$ cat config.mk
export PLATFORM = sky130hd
export DESIGN_NAME = waveform_generator
export DESIGN_NICKNAME = d
export VERILOG_FILES = /design/src/shared/wavegen_pkg.sv /design/src/logic/phase_counter.sv /design/src/logic/waveform_generator.sv
export SDC_FILE = /design/constraint.sdc
export NUM_CORES = 1
export LEC_CHECK = 0
export ABC_AREA = 1
export BUFFER_PORTS_ARGS = -buffer_cell sky130_fd_sc_hd__buf_2
export CAP_MARGIN = 20
export CORE_MARGIN = 8
export CORE_UTILIZATION = 23
export CTS_CLUSTER_DIAMETER = 200
export DETAILED_ROUTE_END_ITERATION = 8
export GPL_ROUTABILITY_DRIVEN = 0
export HOLD_SLACK_MARGIN = 0.05
export PLACE_DENSITY = 0.48
export SLEW_MARGIN = 15
export SYNTH_ARGS = -nofsm -noshare
export SYNTH_HDL_FRONTEND = slang
export SYNTH_SLANG_ARGS = --single-unit
$ cat constraint.sdc
create_clock -name clk_sys_i -period 1.6 [get_ports clk_sys_i]
set_input_delay 0.08 -clock clk_sys_i [delete_from_list [all_inputs] [get_ports clk_sys_i]]
set_output_delay 0.08 -clock clk_sys_i [all_outputs]
set_load 0.1 [all_outputs]
$ cat src/shared/wavegen_pkg.sv
`default_nettype none
package wavegen_pkg;

  // ----------------------------------------------------------------
  // widths
  // ----------------------------------------------------------------
  localparam int unsigned ADDR_W = 8;
  localparam int unsigned LEN_W  = 3;
  localparam int unsigned SYNC_N = 2;

  // ----------------------------------------------------------------
  // register offsets (byte addresses on the 8-bit host bus)
  // ----------------------------------------------------------------
  localparam logic [ADDR_W-1:0] HIGH_PHASE_LENGTH_OFS = 8'h00;
  localparam logic [ADDR_W-1:0] LOW_PHASE_LENGTH_OFS  = 8'h01;

  // ----------------------------------------------------------------
  // values after reset
  // ----------------------------------------------------------------
  localparam logic [LEN_W-1:0] LENGTH_RST  = 3'h0;
  localparam logic [LEN_W-1:0] COUNT_RST   = 3'h0;
  localparam logic             WAVE_RST    = 1'b0;
  localparam logic             PULSE_N_RST = 1'b1;
  localparam logic [SYNC_N-1:0] SYNC_HI_RST = 2'h3;
  localparam logic [SYNC_N-1:0] SYNC_LO_RST = 2'h0;

  // ----------------------------------------------------------------
  // counts
  // ----------------------------------------------------------------
  localparam logic [LEN_W-1:0] TERM_VALUE = 3'h1;
  localparam logic [LEN_W-1:0] COUNT_STEP = 3'h1;
  localparam logic [LEN_W-1:0] LEN_MIN    = 3'h2;
  localparam logic [LEN_W-1:0] LEN_MAX    = 3'h7;

endpackage : wavegen_pkg
`default_nettype wire

$ cat src/logic/phase_counter.sv
`timescale 1ns/1ns
`default_nettype none
module phase_counter
(
  // clock and reset
  input  wire logic                       clk_sys_i,
  input  wire logic                       rst_i,
  // control
  input  wire logic                       clear_i,
  input  wire logic                       load_i,
  input  wire logic                       step_i,
  input  wire logic [wavegen_pkg::LEN_W-1:0] load_val_i,
  // state
  output logic      [wavegen_pkg::LEN_W-1:0] count_o,
  output logic                            at_term_o
);
  import wavegen_pkg::*;

  logic [LEN_W-1:0] count_q;
  logic [LEN_W-1:0] count_dec;

  assign count_dec = count_q - COUNT_STEP;

  // ----------------------------------------------------------------
  // per-bit forced load, otherwise count down to zero
  // ----------------------------------------------------------------
  for (genvar b = 0; b < LEN_W; b++)
  begin : g_bit
    always_ff @(posedge clk_sys_i)
    begin
      if (rst_i || clear_i)
        count_q[b] <= COUNT_RST[b];
      else if (load_i && load_val_i[b])
        count_q[b] <= 1'b1;
      else if (load_i && !load_val_i[b])
        count_q[b] <= 1'b0;
      else if (step_i && (count_q != COUNT_RST))
        count_q[b] <= count_dec[b];
    end
  end

  assign count_o   = count_q;
  assign at_term_o = (count_q == TERM_VALUE);

endmodule : phase_counter
`default_nettype wire

$ cat src/logic/waveform_generator.sv
// Operation
// - low-phase length written on strobe low with address 01 hex.
// - high-phase length written on strobe low with address 00 hex.
// - two 3-bit length registers hold value until rewritten.
// - two 3-bit counters time low and high phases.
// - counters load by forcing each bit set or clear.
// - low counter loads while end pulse low and wave high.
// - high counter loads while end pulse low and wave low.
// - both counters run on the system clock.
// - end pulse registered on system clock, detects counter value 1.
// - end pulse low exactly one clock when a counter reaches 1.
// - wave toggles on each rising edge of the end pulse.
// - start is active low and forces wave register to clear state.
// - clear input forces wave and end pulse quiescent.
// - end pulse register drives its pin inverted.
// - start drives wave low and loads low length; phases alternate.
`timescale 1ns/1ns
`default_nettype none
module waveform_generator
(
  // clock and reset
  input  wire logic                          clk_sys_i,
  input  wire logic                          rst_i,
  // host write port (pins)
  input  wire logic                          host_write_strobe_n_i,
  input  wire logic [wavegen_pkg::ADDR_W-1:0] addr_i,
  input  wire logic [wavegen_pkg::LEN_W-1:0]  data_i,
  // sequence control (pins)
  input  wire logic                          start_n_i,
  input  wire logic                          quiescent_init_i,
  // waveform outputs
  output logic                               wave_o,
  output logic                               phase_end_pulse_n_o
);
  import wavegen_pkg::*;

  // ----------------------------------------------------------------
  // pin synchronisers
  // ----------------------------------------------------------------
  logic [SYNC_N-1:0] strobe_n_sync_q;
  logic [SYNC_N-1:0] start_n_sync_q;
  logic [SYNC_N-1:0] init_sync_q;
  logic [ADDR_W-1:0] addr_meta_q;
  logic [ADDR_W-1:0] addr_sync_q;
  logic [LEN_W-1:0]  data_meta_q;
  logic [LEN_W-1:0]  data_sync_q;

  always_ff @(posedge clk_sys_i)
  begin
    if (rst_i)
    begin
      strobe_n_sync_q <= SYNC_HI_RST;
      start_n_sync_q  <= SYNC_HI_RST;
      init_sync_q     <= SYNC_LO_RST;
    end
    else
    begin
      strobe_n_sync_q <= {strobe_n_sync_q[0], host_write_strobe_n_i};
      start_n_sync_q  <= {start_n_sync_q[0], start_n_i};
      init_sync_q     <= {init_sync_q[0], quiescent_init_i};
    end
  end

  always_ff @(posedge clk_sys_i)
  begin
    if (rst_i)
    begin
      addr_meta_q <= '0;
      addr_sync_q <= '0;
      data_meta_q <= LENGTH_RST;
      data_sync_q <= LENGTH_RST;
    end
    else
    begin
      addr_meta_q <= addr_i;
      addr_sync_q <= addr_meta_q;
      data_meta_q <= data_i;
      data_sync_q <= data_meta_q;
    end
  end

  logic strobe_act;
  logic start_act;
  logic init_act;

  assign strobe_act = !strobe_n_sync_q[SYNC_N-1];
  assign start_act  = !start_n_sync_q[SYNC_N-1];
  assign init_act   = init_sync_q[SYNC_N-1];

  // ----------------------------------------------------------------
  // address decode
  // ----------------------------------------------------------------
  function automatic logic addr_hit(input logic [ADDR_W-1:0] a,
                                    input logic [ADDR_W-1:0] ofs);
    addr_hit = (a == ofs);
  endfunction : addr_hit

  logic wr_low;
  logic wr_high;

  always_comb
  begin
    wr_low  = 1'b0;
    wr_high = 1'b0;
    if (strobe_act && addr_hit(addr_sync_q, LOW_PHASE_LENGTH_OFS))
      wr_low = 1'b1;
    else if (strobe_act && addr_hit(addr_sync_q, HIGH_PHASE_LENGTH_OFS))
      wr_high = 1'b1;
  end

  // ----------------------------------------------------------------
  // length registers
  // ----------------------------------------------------------------
  logic [LEN_W-1:0] low_phase_length_q;
  logic [LEN_W-1:0] high_phase_length_q;

  always_ff @(posedge clk_sys_i)
  begin
    if (rst_i)
      low_phase_length_q <= LENGTH_RST;
    else if (wr_low)
      low_phase_length_q <= data_sync_q;
  end

  always_ff @(posedge clk_sys_i)
  begin
    if (rst_i)
      high_phase_length_q <= LENGTH_RST;
    else if (wr_high)
      high_phase_length_q <= data_sync_q;
  end

  // ----------------------------------------------------------------
  // phase counters
  // ----------------------------------------------------------------
  logic             pulse_set_q;
  logic             wave_q;
  logic             load_low;
  logic             load_high;
  logic [LEN_W-1:0] low_phase_counter;
  logic [LEN_W-1:0] high_phase_counter;
  logic             low_at_term;
  logic             high_at_term;

  // low load on pulse with wave high
  // start also loads the low length
  assign load_low  = (pulse_set_q && wave_q) || start_act;
  // high load on pulse with wave low
  assign load_high = pulse_set_q && !wave_q && !start_act;

  phase_counter u_low_phase_counter
  (
    .clk_sys_i  (clk_sys_i),
    .rst_i      (rst_i),
    .clear_i    (init_act),
    .load_i     (load_low),
    .step_i     (!wave_q && !pulse_set_q),
    .load_val_i (low_phase_length_q),
    .count_o    (low_phase_counter),
    .at_term_o  (low_at_term)
  );

  phase_counter u_high_cnt
  (
    .clk_sys_i  (clk_sys_i),
    .rst_i      (rst_i),
    .clear_i    (init_act || start_act),
    .load_i     (load_high),
    .step_i     (wave_q && !pulse_set_q),
    .load_val_i (high_phase_length_q),
    .count_o    (high_phase_counter),
    .at_term_o  (high_at_term)
  );

  // ----------------------------------------------------------------
  // terminal-count register
  // ----------------------------------------------------------------
  logic term_hit;

  assign term_hit = (!wave_q && low_at_term) || (wave_q && high_at_term);

  always_ff @(posedge clk_sys_i)
  begin
    if (rst_i || init_act || start_act)
      pulse_set_q <= !PULSE_N_RST;
    else
      pulse_set_q <= term_hit && !pulse_set_q;
  end

  // ----------------------------------------------------------------
  // waveform register
  // ----------------------------------------------------------------
  logic pulse_rise;

  // pin rises at the edge that ends the one-clock pulse
  assign pulse_rise = pulse_set_q;

  always_ff @(posedge clk_sys_i)
  begin
    if (rst_i || init_act)
      wave_q <= WAVE_RST;
    // start holds wave in clear state
    else if (start_act)
      wave_q <= WAVE_RST;
    else if (pulse_rise)
      wave_q <= !wave_q;
  end

  // ----------------------------------------------------------------
  // output flops
  // ----------------------------------------------------------------
  always_ff @(posedge clk_sys_i)
  begin
    if (rst_i)
    begin
      wave_o              <= WAVE_RST;
      phase_end_pulse_n_o <= PULSE_N_RST;
    end
    else
    begin
      wave_o              <= wave_q;
      phase_end_pulse_n_o <= !pulse_set_q;
    end
  end

  // ----------------------------------------------------------------
  // assertions
  // ----------------------------------------------------------------
  a_low_write_sel:
    assert property (@(posedge clk_sys_i) disable iff (rst_i)
      (strobe_act && addr_sync_q == LOW_PHASE_LENGTH_OFS) |=>
        low_phase_length_q == $past(data_sync_q))
    else $error("low length not captured");

  a_high_write_sel:
    assert property (@(posedge clk_sys_i) disable iff (rst_i)
      (strobe_act && addr_sync_q == HIGH_PHASE_LENGTH_OFS) |=>
        high_phase_length_q == $past(data_sync_q))
    else $error("high length not captured");

  a_length_hold:
    assert property (@(posedge clk_sys_i) disable iff (rst_i)
      !strobe_act |=> $stable(low_phase_length_q) && $stable(high_phase_length_q))
    else $error("length changed without write");

  a_low_load_val:
    assert property (@(posedge clk_sys_i) disable iff (rst_i || init_act)
      (pulse_set_q && wave_q) |=> low_phase_counter == $past(low_phase_length_q))
    else $error("low counter not loaded");

  a_high_load_val:
    assert property (@(posedge clk_sys_i) disable iff (rst_i || init_act)
      (pulse_set_q && !wave_q && !start_act) |=>
        high_phase_counter == $past(high_phase_length_q))
    else $error("high counter not loaded");

  a_pulse_one_clk:
    assert property (@(posedge clk_sys_i) disable iff (rst_i)
      $fell(phase_end_pulse_n_o) |=> phase_end_pulse_n_o)
    else $error("end pulse longer than one clock");

  a_pulse_cause:
    assert property (@(posedge clk_sys_i) disable iff (rst_i || init_act || start_act)
      term_hit && !pulse_set_q |=> ##1 !phase_end_pulse_n_o)
    else $error("end pulse missing after count 1");

  a_wave_toggle:
    assert property (@(posedge clk_sys_i) disable iff (rst_i || init_act || start_act)
      pulse_rise |=> wave_q != $past(wave_q))
    else $error("wave did not toggle");

  a_wave_only_edge:
    assert property (@(posedge clk_sys_i) disable iff (rst_i || init_act || start_act)
      !pulse_rise |=> $stable(wave_q))
    else $error("wave toggled without edge");

  a_start_force:
    assert property (@(posedge clk_sys_i) disable iff (rst_i)
      start_act |=> !wave_q ##1 !wave_o)
    else $error("start did not force wave low");

  a_start_load:
    assert property (@(posedge clk_sys_i) disable iff (rst_i || init_act)
      start_act |=> low_phase_counter == $past(low_phase_length_q))
    else $error("start did not load low length");

  a_pin_inverted:
    assert property (@(posedge clk_sys_i) disable iff (rst_i)
      phase_end_pulse_n_o != $past(pulse_set_q))
    else $error("end pulse pin not inverted");

  a_clear_quiet:
    assert property (@(posedge clk_sys_i) disable iff (rst_i)
      init_act |=> !wave_q && !pulse_set_q ##1 phase_end_pulse_n_o)
    else $error("clear not quiescent");

  a_count_step:
    assert property (@(posedge clk_sys_i) disable iff (rst_i || init_act || start_act)
      (!wave_q && !pulse_set_q && low_phase_counter > TERM_VALUE) |=>
        low_phase_counter == $past(low_phase_counter) - COUNT_STEP)
    else $error("low counter did not step");

endmodule : waveform_generator
`default_nettype wire

==> summary.md, run 1 <==
| Metric | Value |
|---|---|
| Pwr Total | `2.446 mW` |
| CTS tree | `built` |
| Syn_nets | `233` |
| Starting DRT DRC Count | `51` |
| Synth area leader | `dfxtp_1` |
| Area grow syn2layout | `26.20%` |
| CTS hold repair buffers | `14` |
| Sw Pwr | `0.7094 mW` |
| Cells after synthesis | `211` |
| Worst Setup Start Kind | `register` |
| WL final | `2728 um` |
| CP cell instances | `inv_1, ha_1, ha_1, inv_1, nand2_2, nand2_2, o21ai_1, nor2_1, nor2_1` |
| Status | `complete, no violations` |
| Setup TNS | `0 ns` |
| IR drop worst, VDD | `0.5570 mV` |
| Final-report max-slew violation count | `0` |
| Crit Path Category | `register to register` |
| Final core occ | `30.26%` |
| Hold WS | `0.1079 ns` |
| CORE AREA | `0.006832 sq mm` |
| Worst flop-to-flop path endpoint | `u_low_phase_counter.count_o[1]` |
| Num CTS Buffers | `5` |
| Remaining DRCs | `0` |
| CP arrival | `1.55 ns` |
| Root Driver | `clkbuf_8` |
| Fin. Hold Viols | `0` |
| Syn_area_per_cell | `7.762 sq um` |
| Hold endpoint | `wave_o` |
| Nets | `268` |
| CP max FO | `3` |
| Die area | `0.01008 sq mm` |
| Share of layout cells above drive strength 1 | `15.79%` |
| Max-cap check violation count | `0` |
| Synth Register Bits | `44` |
| Total track usage | `6.098%` |
| Setup repair after global routing missed its margin | `false` |
| Largest net degree at the start of global routing | `22` |
| Slew headroom | `67.45%` |
| Highest Clock Rate | `0.7349 GHz` |
| Clk pwr share | `29.4%` |
| Pleak | `0.9520 nW` |
| Antenna violations before repair | `0` |
| H-tree depth | `2` |
| DRT antenna net count | `0` |
| Combinational share of power | `20.4%` |
| Sequential group share of total power | `50.2%` |
| Sw Ratio | `29.01%` |
| Drt first pass iters | `4` |
| Port Buffer Count | `17` |
| Yosys cell types | `19` |
| CP max stage delay | `0.37 ns` |
| Vias per cell | `3.659` |
| Placement Setup Slack | `0.2518 ns` |
| Synth Cell Area | `0.001638 sq mm` |
| IO Count | `18` |
| Required @ worst endpoint | `1.79 ns` |
| DP HPWL | `1987 um` |
| Ant diodes | `0` |
| Row cnt | `30` |
| First-pass GRT wire length | `4961 um` |
| # resized after CTS | `0` |
| Max Root-Sink Buffers | `2` |
| Wire length per cell | `7.953 um` |
| Clk Latency, worst-skew pair | `0.29 ns` |
| Clk_skew | `0.005956 ns` |
| R2R depth | `9` |
| Share of the synthesized area in the top cell type | `53.78%` |
| Final period util | `85.04%` |
| CTS sink count | `44` |
| PnR worst setup slack | `0.2393 ns` |
| FF-to-FF setup slack | `0.24 ns` |
| CP Capture Type | `register` |
| Layout fillers | `777` |
| Seq/Total Area, Yosys | `53.78%` |
| Critical Path Slowest Stage Cell | `dfxtp_1` |
| Postcts setup bufs | `0` |
| Synth area leaders | `dfxtp_1 54%, nor2_1 11%, inv_1 11%, nand2_1 4.8%, ha_1 4.6%` |
| Setup violations, final | `0` |
| Die width | `100.4 um` |
| Period minus WS final | `1.361 ns` |
| Worst hold stages | `2` |
| Worst hold path startpoint | `rst_i` |
| Starting Density | `23.97%` |
| GRT overflow | `0` |
| Worst R2R Start | `u_low_phase_counter.count_o[0]` |
| Reg clk slew, reported paths | `0.09 ns` |
| Hold/Removal Path Class | `input port to register` |
| Vias in the first global route | `1221` |
| Internal | `1.736 mW` |
| Die Ht | `100.4 um` |
| Synth warnings | `0` |
| Slew @ Worst Pin | `0.4916 ns` |
| Routed vias | `1255` |
| Pwr Density | `1183 mW/mm^2` |
-- cells in the mapped netlist --
cell type,instances
nand4_1,1
nor2_2,3
o21ai_0,3
ha_1,6
nor2_1,47
nand3_1,12
nor3b_1,1
buf_2,2
or2_2,4
nand2_2,3
a21oi_1,10
inv_1,46
a21oi_2,1
o21ai_1,3
clkbuf_1,1
dfxtp_1,44
inv_2,2
buf_4,1
nand2_1,21
-- worst max path at each step --
stage / cells after the start / from / slack, ns / to
finish: 9 / u_low_phase_counter.count_o[0] / 0.24 / u_low_phase_counter.count_o[1]
global route: 9 / u_low_phase_counter.count_o[0] / 0.13 / u_low_phase_counter.count_o[1]
CTS: 9 / u_low_phase_counter.count_o[0] / 0.23 / u_low_phase_counter.count_o[1]
detailed placement: 9 / u_low_phase_counter.count_o[0] / 0.25 / u_low_phase_counter.count_o[1]
global placement: 9 / u_low_phase_counter.count_o[0] / 0.31 / u_low_phase_counter.count_o[1]
floorplan: 9 / u_low_phase_counter.count_o[0] / 0.36 / u_low_phase_counter.count_o[1]
-- power groups by stage --
stage                     combinational, mW  clock, mW  sequential, mW
after floorplan                       0.360          0            1.27
after global placement                0.472          0            1.25
after detailed placement              0.478          0            1.26
after CTS                             0.507      0.757            1.23
after global routing                  0.586      0.791            1.24
final                                 0.498      0.720            1.23
-- kinds of logic after synthesis --
kind of cell | synth area share [%]
AO/OA/AOI/OAI | 5.424
adder cells (fa/ha/maj) | 4.584
buffers and inverters | 12.30
flip-flops | 53.78
AND/OR/NAND/NOR | 23.91
-- placed cells by master (no fill, tap or decap), drive strengths merged --
cell type | Yosys | layout
nand4 | 1 | 1
dfxtp | 44 | 44
clkinvlp | 0 | 2
nor2 | 50 | 50
a21oi | 11 | 11
or2 | 4 | 4
ha | 6 | 6
inv | 48 | 48
nor3b | 1 | 1
o21ai | 6 | 6
nand2 | 24 | 24
dlygate4sd3 | 0 | 14
nand3 | 12 | 12
buf | 3 | 18
clkbuf | 1 | 6
-- worst max-delay path, delay by kind of cell (launching register included) --
family                   cells  cell delay [ns]
AO/OA/AOI/OAI                1             0.07
buffers and inverters        2             0.15
adder cells (fa/ha/maj)      2             0.37
AND/OR/NAND/NOR              4             0.31
flip-flops                   1             0.37
-- state kept, by name, indices dropped and copies added (netlist names) --
register and count:
addr_meta_q 8, addr_sync_q 8, data_meta_q 3, data_sync_q 3, high_phase_length_q 3, init_sync_q 2, low_phase_length_q 3, phase_end_pulse_n_o 1
pulse_rise 1, start_n_sync_q 2, strobe_n_sync_q 2, u_high_cnt.count_o 3, u_low_phase_counter.count_o 3, wave_o 1, wave_q 1
-- through the flow --
| step | std cells | instance area [sq um] |
|---|---|---|
| global route | 343 | 2067 |
| global placement | 321 | 1829 |
| floorplan | 211 | 1638 |
| finish | 343 | 2067 |
| detailed placement | 321 | 1829 |
| CTS | 343 | 2067 |
-- routing by layer --
layer	wire, um	global-route usage, %
met5	0	0
met3	122	2.353
met4	38	2.791
met2	1305	10.31
met1	1263	6.569
-- layout make-up --
class | count | area [sq um] | area share [%]
Clock buffer | 6 | 82.58 | 3.995
Clock inverter | 2 | 15.01 | 0.7264
Inverter | 48 | 180.2 | 8.717
Multi-Input combinational cell | 115 | 555.5 | 26.88
Sequential cell | 44 | 880.8 | 42.62
Tap cell | 96 | 120.1 | 5.811
Timing Repair Buffer | 32 | 232.7 | 11.26
(Power assumes the default switching activity.)
==> inputs of run 2 (changes only) <==
--- a/config.mk
+++ b/config.mk
@@ -18,4 +18,5 @@
 export SLEW_MARGIN = 15
 export SYNTH_ARGS = -nofsm -noshare
 export SYNTH_HDL_FRONTEND = slang
+export SYNTH_HIERARCHICAL = 1
 export SYNTH_SLANG_ARGS = --single-unit
==> run 2 against run 1 <==
Synthesized area is 7.0% higher. Critical path depth is 1 lower. Maximum frequency is 18% higher. Flip-flop and latch count stayed put. Die area is 5.8% higher. Combinational power is 13% higher. Core utilization is 1.1 points lower. First-iteration DRC count is 5.9% lower. Non-clock buffer count is 1 lower. Global-route usage is 0.15 points higher. Worst hold slack better by 0.14 ns.
==> summary.md, run 2 <==
| Metric | Value |
|---|---|
| Setup repair after global routing missed its margin | `false` |
| Fin. Hold Viols | `0 (unchanged)` |
| Die Ht | `103.3 um (+2.9%)` |
| Remaining DRCs | `0 (unchanged)` |
| Vias in the first global route | `1266 (+3.7%)` |
| Clk Latency, worst-skew pair | `0.29 ns (about the same)` |
| Final-report max-slew violation count | `0 (unchanged)` |
| Total track usage | `6.248% (+0.15 points)` |
| CP arrival | `1.35 ns (-0.20 ns)` |
| Syn_area_per_cell | `7.962 sq um (+2.6%)` |
| DRT antenna net count | `0 (unchanged)` |
| Layout fillers | `798 (+2.7%)` |
| CP max stage delay | `0.37 ns (about the same)` |
| Period minus WS final | `1.156 ns (-0.2051 ns)` |
| DP HPWL | `1981 um (-0.27%)` |
| Top flop regs | `addr_meta_q x8, addr_sync_q x8` |
| # resized after CTS | `0 (unchanged)` |
| DP Area | `0.001939 sq mm (+6.0%)` |
| Setup violations, final | `0 (unchanged)` |
| Clk_skew | `0.006120 ns (+0.0001639 ns)` |
| Syn_nets | `242 (+3.9%)` |
| Final period util | `72.23% (-13 points)` |
| Cells after synthesis | `220 (+4.3%)` |
| Drt first pass iters | `4 (unchanged)` |
| Wire length per cell | `7.949 um (about the same)` |
| Synth area leader | `dfxtp_1` |
| Root Driver | `clkbuf_8` |
| Cell with the most instances after synthesis | `dfxtp_1` |
| Largest net degree at the start of global routing | `33 (+50%)` |
| Highest Clock Rate | `0.8653 GHz (+18%)` |
| Synth Cell Area | `0.001752 sq mm (+7.0%)` |
| CORE AREA | `0.007567 sq mm (+11%)` |
| Max Root-Sink Buffers | `2 (unchanged)` |
| Setup TNS | `0 ns (unchanged)` |
| Starting DRT DRC Count | `48 (-5.9%)` |
| CTS sink count | `44 (unchanged)` |
| H-tree depth | `2 (unchanged)` |
| Status | `complete, no violations` |
| Nets | `276 (+3.0%)` |
| Slew headroom | `64.95% (-2.5 points)` |
| IR drop worst, VDD | `0.6038 mV (+8.4%)` |
| Crit Path Category | `register to register` |
| Pleak | `1.055 nW (+11%)` |
| CP Capture Type | `register` |
| CP cell instances | `inv_1, ha_1, nand2_4, nand2_4, nand2_1, nand3_1, nand2_1, inv_1` |
| Commonest cells after routing, fill and taps aside | `44 x dfxtp_1, 42 x nor2_1, 40 x inv_1, 28 x nand2_1` |
| Share of the synthesized area in the top cell type | `50.29% (-3.5 points)` |
| Critical Path Slowest Stage Cell | `dfxtp_1` |
| Area grow syn2layout | `26.07%` |
| Antenna violations before repair | `0 (unchanged)` |
| Commonest cells in the netlist | `44 x dfxtp_1, 42 x nor2_1, 40 x inv_1, 28 x nand2_1, 17 x nand3_1` |
| IO Count | `18 (unchanged)` |
| Required @ worst endpoint | `1.80 ns (about the same)` |
| Synth area leaders | `dfxtp_1 50%, nor2_1 9.0%, inv_1 8.6%, nand2_1 6.0%, nand3_1 4.9%` |
| CP max FO | `4 (+1)` |
| Routed vias | `1274 (+1.5%)` |
| First-pass GRT wire length | `5202 um (+4.9%)` |
| Share of layout cells above drive strength 1 | `19.29% (+3.5 points)` |
| Yosys cell types | `22 (+3)` |
| Num CTS Buffers | `5 (unchanged)` |
| Ant diodes | `0 (unchanged)` |
| GRT overflow | `0 (unchanged)` |
| Die area | `0.01066 sq mm (+5.8%)` |
| Post-route cell area | `0.002208 sq mm (+6.8%)` |
| Asr flop ratio synth | `0% (unchanged)` |
| Max-cap check violation count | `0 (unchanged)` |
| Reg clk slew, reported paths | `0.08 ns (about the same)` |
| Starting Density | `23.15% (-0.83 points)` |
| Hold/Removal Path Class | `input port to register` |
| CTS tree | `built` |
| Most used flip-flop cell after synthesis | `dfxtp_1` |
| Worst Setup Start Kind | `register` |
| WL final | `2830 um (+3.7%)` |
| Pwr Density | `1252 mW/mm^2 (+5.8%)` |
| Seq/Total Area, Yosys | `50.29% (-3.5 points)` |
| Port Buffer Count | `17 (unchanged)` |
| Synth warnings | `6 (+6)` |
| Synth Register Bits | `44 (unchanged)` |
| Die width | `103.3 um (+2.9%)` |
| Post-synth EDFFs | `0 (unchanged)` |
| Commonest non-fill, non-tap cell in the layout | `dfxtp_1` |
| Row cnt | `32 (+6.7%)` |
| Vias per cell | `3.579 (-2.2%)` |
| Slew @ Worst Pin | `0.5257 ns (+0.03406 ns)` |
run 2: logic make-up (layout without fill, tap and decap cells):
group | count (synthesis) | in the layout | synth area share, %
compound gates | 13 | 13 | 4.072
buf+inv | 50 | 84 | 11.29
simple gates | 107 | 107 | 30.07
flops | 44 | 44 | 50.29
fa+ha+maj | 6 | 6 | 4.286
run 2: per-stage QoR:
step	setup slack [ns]	util (%)	hold WS [ns]	power, mW	cells
after global placement	0.4904	25.63	0.2623	1.794	335
after global routing	0.3583	29.18	0.2862	2.961	356
after floorplan	0.5560	-	0.1838	1.703	220
after detailed placement	0.4552	25.63	0.2662	1.796	335
final	0.4444	29.18	0.2439	2.764	356
after CTS	0.4435	29.18	0.2614	2.815	356
run 2: worst paths after layout:
check	from	cells past startpoint	slack, ns	end
setup / recovery	u_high_cnt/count_o[0]	8	0.44	u_high_cnt/count_o[0]
hold / removal	rst_i	2	0.24	addr_meta_q[5]
setup reg to reg	u_high_cnt/count_o[0]	8	0.44	u_high_cnt/count_o[0]
hold reg to reg	data_meta_q[0]	2	0.40	data_sync_q[0]
run 2: area by class of cell:
type	count	area [sq um]	area share (%)
Timing Repair Buffer	31	225.2	10.20
Multi-Input combinational cell	126	673.1	30.48
Clock buffer	5	68.82	3.116
Inverter	46	172.7	7.819
Clock inverter	2	60.06	2.720
Tap cell	102	127.6	5.779
Sequential cell	44	880.8	39.89
run 2: routing by layer:
metal  routed length [um]  share of wire (%)  global-route usage [%]  up-vias
met5                    0                  0                       0        -
met4                   67                2.4                   3.560        0
met2                 1273                 45                   10.12       19
met3                  113                4.0                   2.477        5
li1                     -                  -                       -      718
met1                 1376                 49                   6.831      532
run 2: worst max-delay path: cells and delay by family (launching register included):
kind,cells,cell delay [ns]
fa+ha+maj,1,0.23
flops,1,0.37
buf+inv,2,0.13
simple gates,5,0.34
run 2: timing repair:
action	CTS	global route
setup buffers	0	0
setup endpoints to repair	0	0
hold buffers	14	0
endpoints found under the hold margin	14	0
run 2: report_power, final:
part	internal, mW	total (mW)	switching (mW)
Sequential	1.18	1.23	0.0487
Clock	0.614	0.975	0.360
Combinational	0.231	0.564	0.334
==> inputs of run 3 (changes only) <==
--- a/config.mk
+++ b/config.mk
@@ -5,7 +5,7 @@
 export SDC_FILE = /design/constraint.sdc
 export NUM_CORES = 1
 export LEC_CHECK = 0
-export ABC_AREA = 1
+export ABC_AREA = 0
 export BUFFER_PORTS_ARGS = -buffer_cell sky130_fd_sc_hd__buf_2
 export CAP_MARGIN = 20
 export CORE_MARGIN = 8
==> constraint.sdc (replaced) <==
create_clock -name clk_sys_i -period 1.15 [get_ports clk_sys_i]
set_input_delay 0.0575 -clock clk_sys_i [delete_from_list [all_inputs] [get_ports clk_sys_i]]
set_output_delay 0.0575 -clock clk_sys_i [all_outputs]
set_load 0.1 [all_outputs]
==> run 3 against run 2 <==
The flow now finishes with violations (setup timing). Flip-flop and latch count unchanged. Highest routed layer unchanged. Maximum frequency down 5.6%. Synthesized area fell by 7.3%. Register-to-register slack got worse by 0.52 ns. Critical path depth shrank 4. Die area fell by 6.2%. Combinational power rose by 45%.
==> summary.md, run 3 <==
| Metric | Value |
|---|---|
| Synth Cell Area | `0.001624 sq mm (-7.3%)` |
| Clk pwr share | `31.7% (-3.6 points)` |
| Combinational share of power | `22.1% (+1.7 points)` |
| Wire length per cell | `8.974 um (+13%)` |
| Layout fillers | `720 (-9.8%)` |
| Synth Register Bits | `44 (unchanged)` |
| Pleak | `0.9159 nW (-13%)` |
| Area grow syn2layout | `39.06%` |
| Placement Setup Slack | `-0.06190 ns (-0.5171 ns)` |
| Starting Density | `23.77% (+0.62 points)` |
| Antenna violations before repair | `0 (unchanged)` |
| Slew headroom | `67.69% (+2.7 points)` |
| PnR worst setup slack | `-0.07477 ns (-0.5192 ns)` |
| Die width | `100.0 um (-3.1%)` |
| Vias in the first global route | `1101 (-13%)` |
| Cell with the most instances after synthesis | `dfxtp_1` |
| Worst Setup Start Kind | `register` |
| IO Count | `18 (unchanged)` |
| Hold WS | `0.1331 ns (-0.1108 ns)` |
| DRT antenna net count | `0 (unchanged)` |
| Failing checks | `setup timing` |
| Row cnt | `30 (-6.3%)` |
| Max Root-Sink Buffers | `2 (unchanged)` |
| Internal | `2.733 mW (+35%)` |
| Setup violations, final | `2 (+2)` |
| Pwr Total | `3.703 mW (+34%)` |
| Required @ worst endpoint | `1.38 ns (-0.42 ns)` |
| CP arrival | `1.46 ns (+0.11 ns)` |
| Sequential group share of total power | `46.2% (+1.9 points)` |
| Setup repair after global routing missed its margin | `true` |
| CTS tree | `built` |
| Starting DRT DRC Count | `11 (-77%)` |
| Cells after synthesis | `158 (-28%)` |
| Asr flop ratio synth | `0% (unchanged)` |
| Post-synth EDFFs | `0 (unchanged)` |
| Most used flip-flop cell after synthesis | `dfxtp_1` |
| Slew @ Worst Pin | `0.4881 ns (-0.03765 ns)` |
| Reg clk slew, reported paths | `0.08 ns (about the same)` |
| Commonest cells in the netlist | `44 x dfxtp_1, 28 x nor2b_1, 13 x nand2b_1, 10 x nor2_1, 8 x mux2i_1` |
| Yosys cell types | `24 (+9.1%)` |
| DP HPWL | `1938 um (-2.2%)` |
| H-tree depth | `2 (unchanged)` |
| Share of layout cells above drive strength 1 | `33.01% (+14 points)` |
| Nets | `227 (-18%)` |
| IR drop worst, VDD | `0.8000 mV (+32%)` |
| Routed vias | `1134 (-11%)` |
| Crit Path Category | `register to register` |
| Clk_skew | `0.007040 ns (+0.0009204 ns)` |
| Syn_nets | `180 (-26%)` |
| Worst hold path startpoint | `rst_i` |
| Setup TNS | `-0.1454 ns (-0.1454 ns)` |
| Sw Pwr | `0.9694 mW (+31%)` |
| Worst flop-to-flop path endpoint | `u_high_cnt/count_o[1]` |
| Fin. Hold Viols | `0 (unchanged)` |
| Syn_area_per_cell | `10.28 sq um (+29%)` |
| Root Driver | `clkbuf_8` |
| Status | `finished with violations` |
| Total track usage | `5.838% (-0.41 points)` |
| CP max FO | `3 (-1)` |
| Final period util | `106.5% (+34 points)` |
| Die Ht | `100.0 um (-3.1%)` |
| Worst hold stages | `3 (+1)` |
| Top flop regs | `addr_meta_q x8, addr_sync_q x8` |
| First-pass GRT wire length | `4629 um (-11%)` |
| Synth warnings | `6 (unchanged)` |
| Commonest non-fill, non-tap cell in the layout | `dfxtp_1` |
| Sw Ratio | `26.18% (-0.69 points)` |
| Commonest cells after routing, fill and taps aside | `35 x dfxtp_1, 27 x nor2b_1, 17 x buf_2, 14 x dlygate4sd3_1, 14 x buf_4` |
| Pwr Density | `1640 mW/mm^2 (+31%)` |
| Die area | `0.01001 sq mm (-6.2%)` |
| FF-to-FF setup slack | `-0.07 ns (-0.52 ns)` |
| Clk Latency, worst-skew pair | `0.29 ns (about the same)` |
| Num CTS Buffers | `5 (unchanged)` |
| Largest net degree at the start of global routing | `32 (-3.0%)` |
| Period minus WS final | `1.225 ns (+0.06916 ns)` |
| Remaining DRCs | `0 (unchanged)` |
| Worst R2R Start | `init_sync_q[1]` |
| Hold/Removal Path Class | `input port to register` |
| Synth area leader | `dfxtp_1` |
| R2R depth | `4 (-4)` |
| CP Capture Type | `register` |
| Hold endpoint | `pulse_rise` |
| GRT overflow | `0 (unchanged)` |
| WL final | `2710 um (-4.2%)` |
| Port Buffer Count | `17 (unchanged)` |
| Synth area leaders | `dfxtp_1 54%, nor2b_1 11%, nand2b_1 5.0%, mux2i_1 4.9%, ha_1 4.6%` |
| Vias per cell | `3.755 (+4.9%)` |
| Final-report max-slew violation count | `0 (unchanged)` |
| Share of the synthesized area in the top cell type | `54.24% (+4.0 points)` |
| CTS sink count | `44 (unchanged)` |
| Max-cap check violation count | `0 (unchanged)` |
| Highest Clock Rate | `0.8165 GHz (-5.6%)` |
| Drt first pass iters | `2 (-2)` |
| Ant diodes | `0 (unchanged)` |
| Seq/Total Area, Yosys | `54.24% (+4.0 points)` |
| CORE AREA | `0.006832 sq mm (-9.7%)` |
## run 3: cell count changes after synthesis, moves of 3 or more
| cell | previous run | this run |
|---|---|---|
| a21oi_1 | 9 | 4 |
| clkbuf_1 | 1 | 4 |
| inv_1 | 40 | 6 |
| inv_2 | 6 | 0 |
| mux2i_1 | 0 | 8 |
| nand2_1 | 28 | 5 |
| nand2_2 | 4 | 0 |
| nand2_4 | 4 | 0 |
| nand2b_1 | 0 | 13 |
| nand3_1 | 17 | 2 |
| nand3b_1 | 0 | 3 |
| nor2_1 | 42 | 10 |
| nor2b_1 | 0 | 28 |
## run 3: kinds of logic after synthesis
group / after synthesis / share of synthesized area, %
compound gates: 11 / 3.852
mux: 8 / 4.931
flops: 44 / 54.24
simple gates: 77 / 28.81
fa+ha+maj: 6 / 4.622
buf+inv: 11 / 3.004
xor+xnor: 1 / 0.5394
## run 3: power groups by stage
stage / clock [mW] / combinational [mW] / sequential, mW
6_report: 1.17 / 0.817 / 1.71
5_1_grt: 1.29 / 0.913 / 1.73
4_1_cts: 1.22 / 0.704 / 1.71
3_5_place_dp: 0 / 0.659 / 1.73
3_3_place_gp: 0 / 0.660 / 1.73
2_1_floorplan: 0 / 0.404 / 1.76
## run 3: timing repair
action,4_1_cts,5_1_grt
buffers inserted,0,0
hold buffers,14,0
endpoints found under the setup margin,10,11
pin swaps,3,1
hold endpoints to repair,14,0
gates resized for setup,11,11
## run 3: worst max path at each step
stage                         startpoint                        endpoint  slack (ns)  depth (start not counted)
after global placement    init_sync_q[1]           u_high_cnt/count_o[1]       -0.05                          4
after detailed placement  init_sync_q[1]           u_high_cnt/count_o[1]       -0.06                          4
after global routing              wave_q  u_low_phase_counter/count_o[1]       -0.13                          5
final                     init_sync_q[1]           u_high_cnt/count_o[1]       -0.07                          4
after floorplan           init_sync_q[1]           u_high_cnt/count_o[1]       -0.02                          4
after CTS                 init_sync_q[1]           u_high_cnt/count_o[1]       -0.07                          4
## run 3: final cells by class
| cell class | instances | area, sq um | share of cell area [%] |
|---|---|---|---|
| multi-input combinational | 103 | 774.5 | 34.29 |
| inverter | 6 | 22.52 | 0.9972 |
| timing repair buffer | 45 | 330.3 | 14.63 |
| clock buffer | 5 | 68.82 | 3.047 |
| tap | 96 | 120.1 | 5.319 |
| sequential | 44 | 894.6 | 39.61 |
| clock inverter | 3 | 47.55 | 2.105 |
## run 3: per-stage QoR
step	util [%]	instance area, sq um	std cells
floorplan	-	1638	158
global placement	28.13	1922	280
detailed placement	28.13	1922	280
CTS	32.40	2213	302
global route	33.06	2258	302
finish	33.06	2258	302
## run 3: critical path, cell delays in order (launching register included)
cell      delay (ns)
dfxtp_2         0.33
nand2b_4        0.13
or4b_1          0.49
a21oi_1         0.11
nand3b_1        0.11
## run 3: per-layer routing
layer	wire length (um)	part of all wire, %	vias to the layer above	GRT usage [%]
li1	-	-	607	-
met1	1264	47	503	6.207
met2	1294	48	19	9.903
met3	98	3.6	5	2.076
met4	53	2.0	0	3.140
met5	0	0	-	0
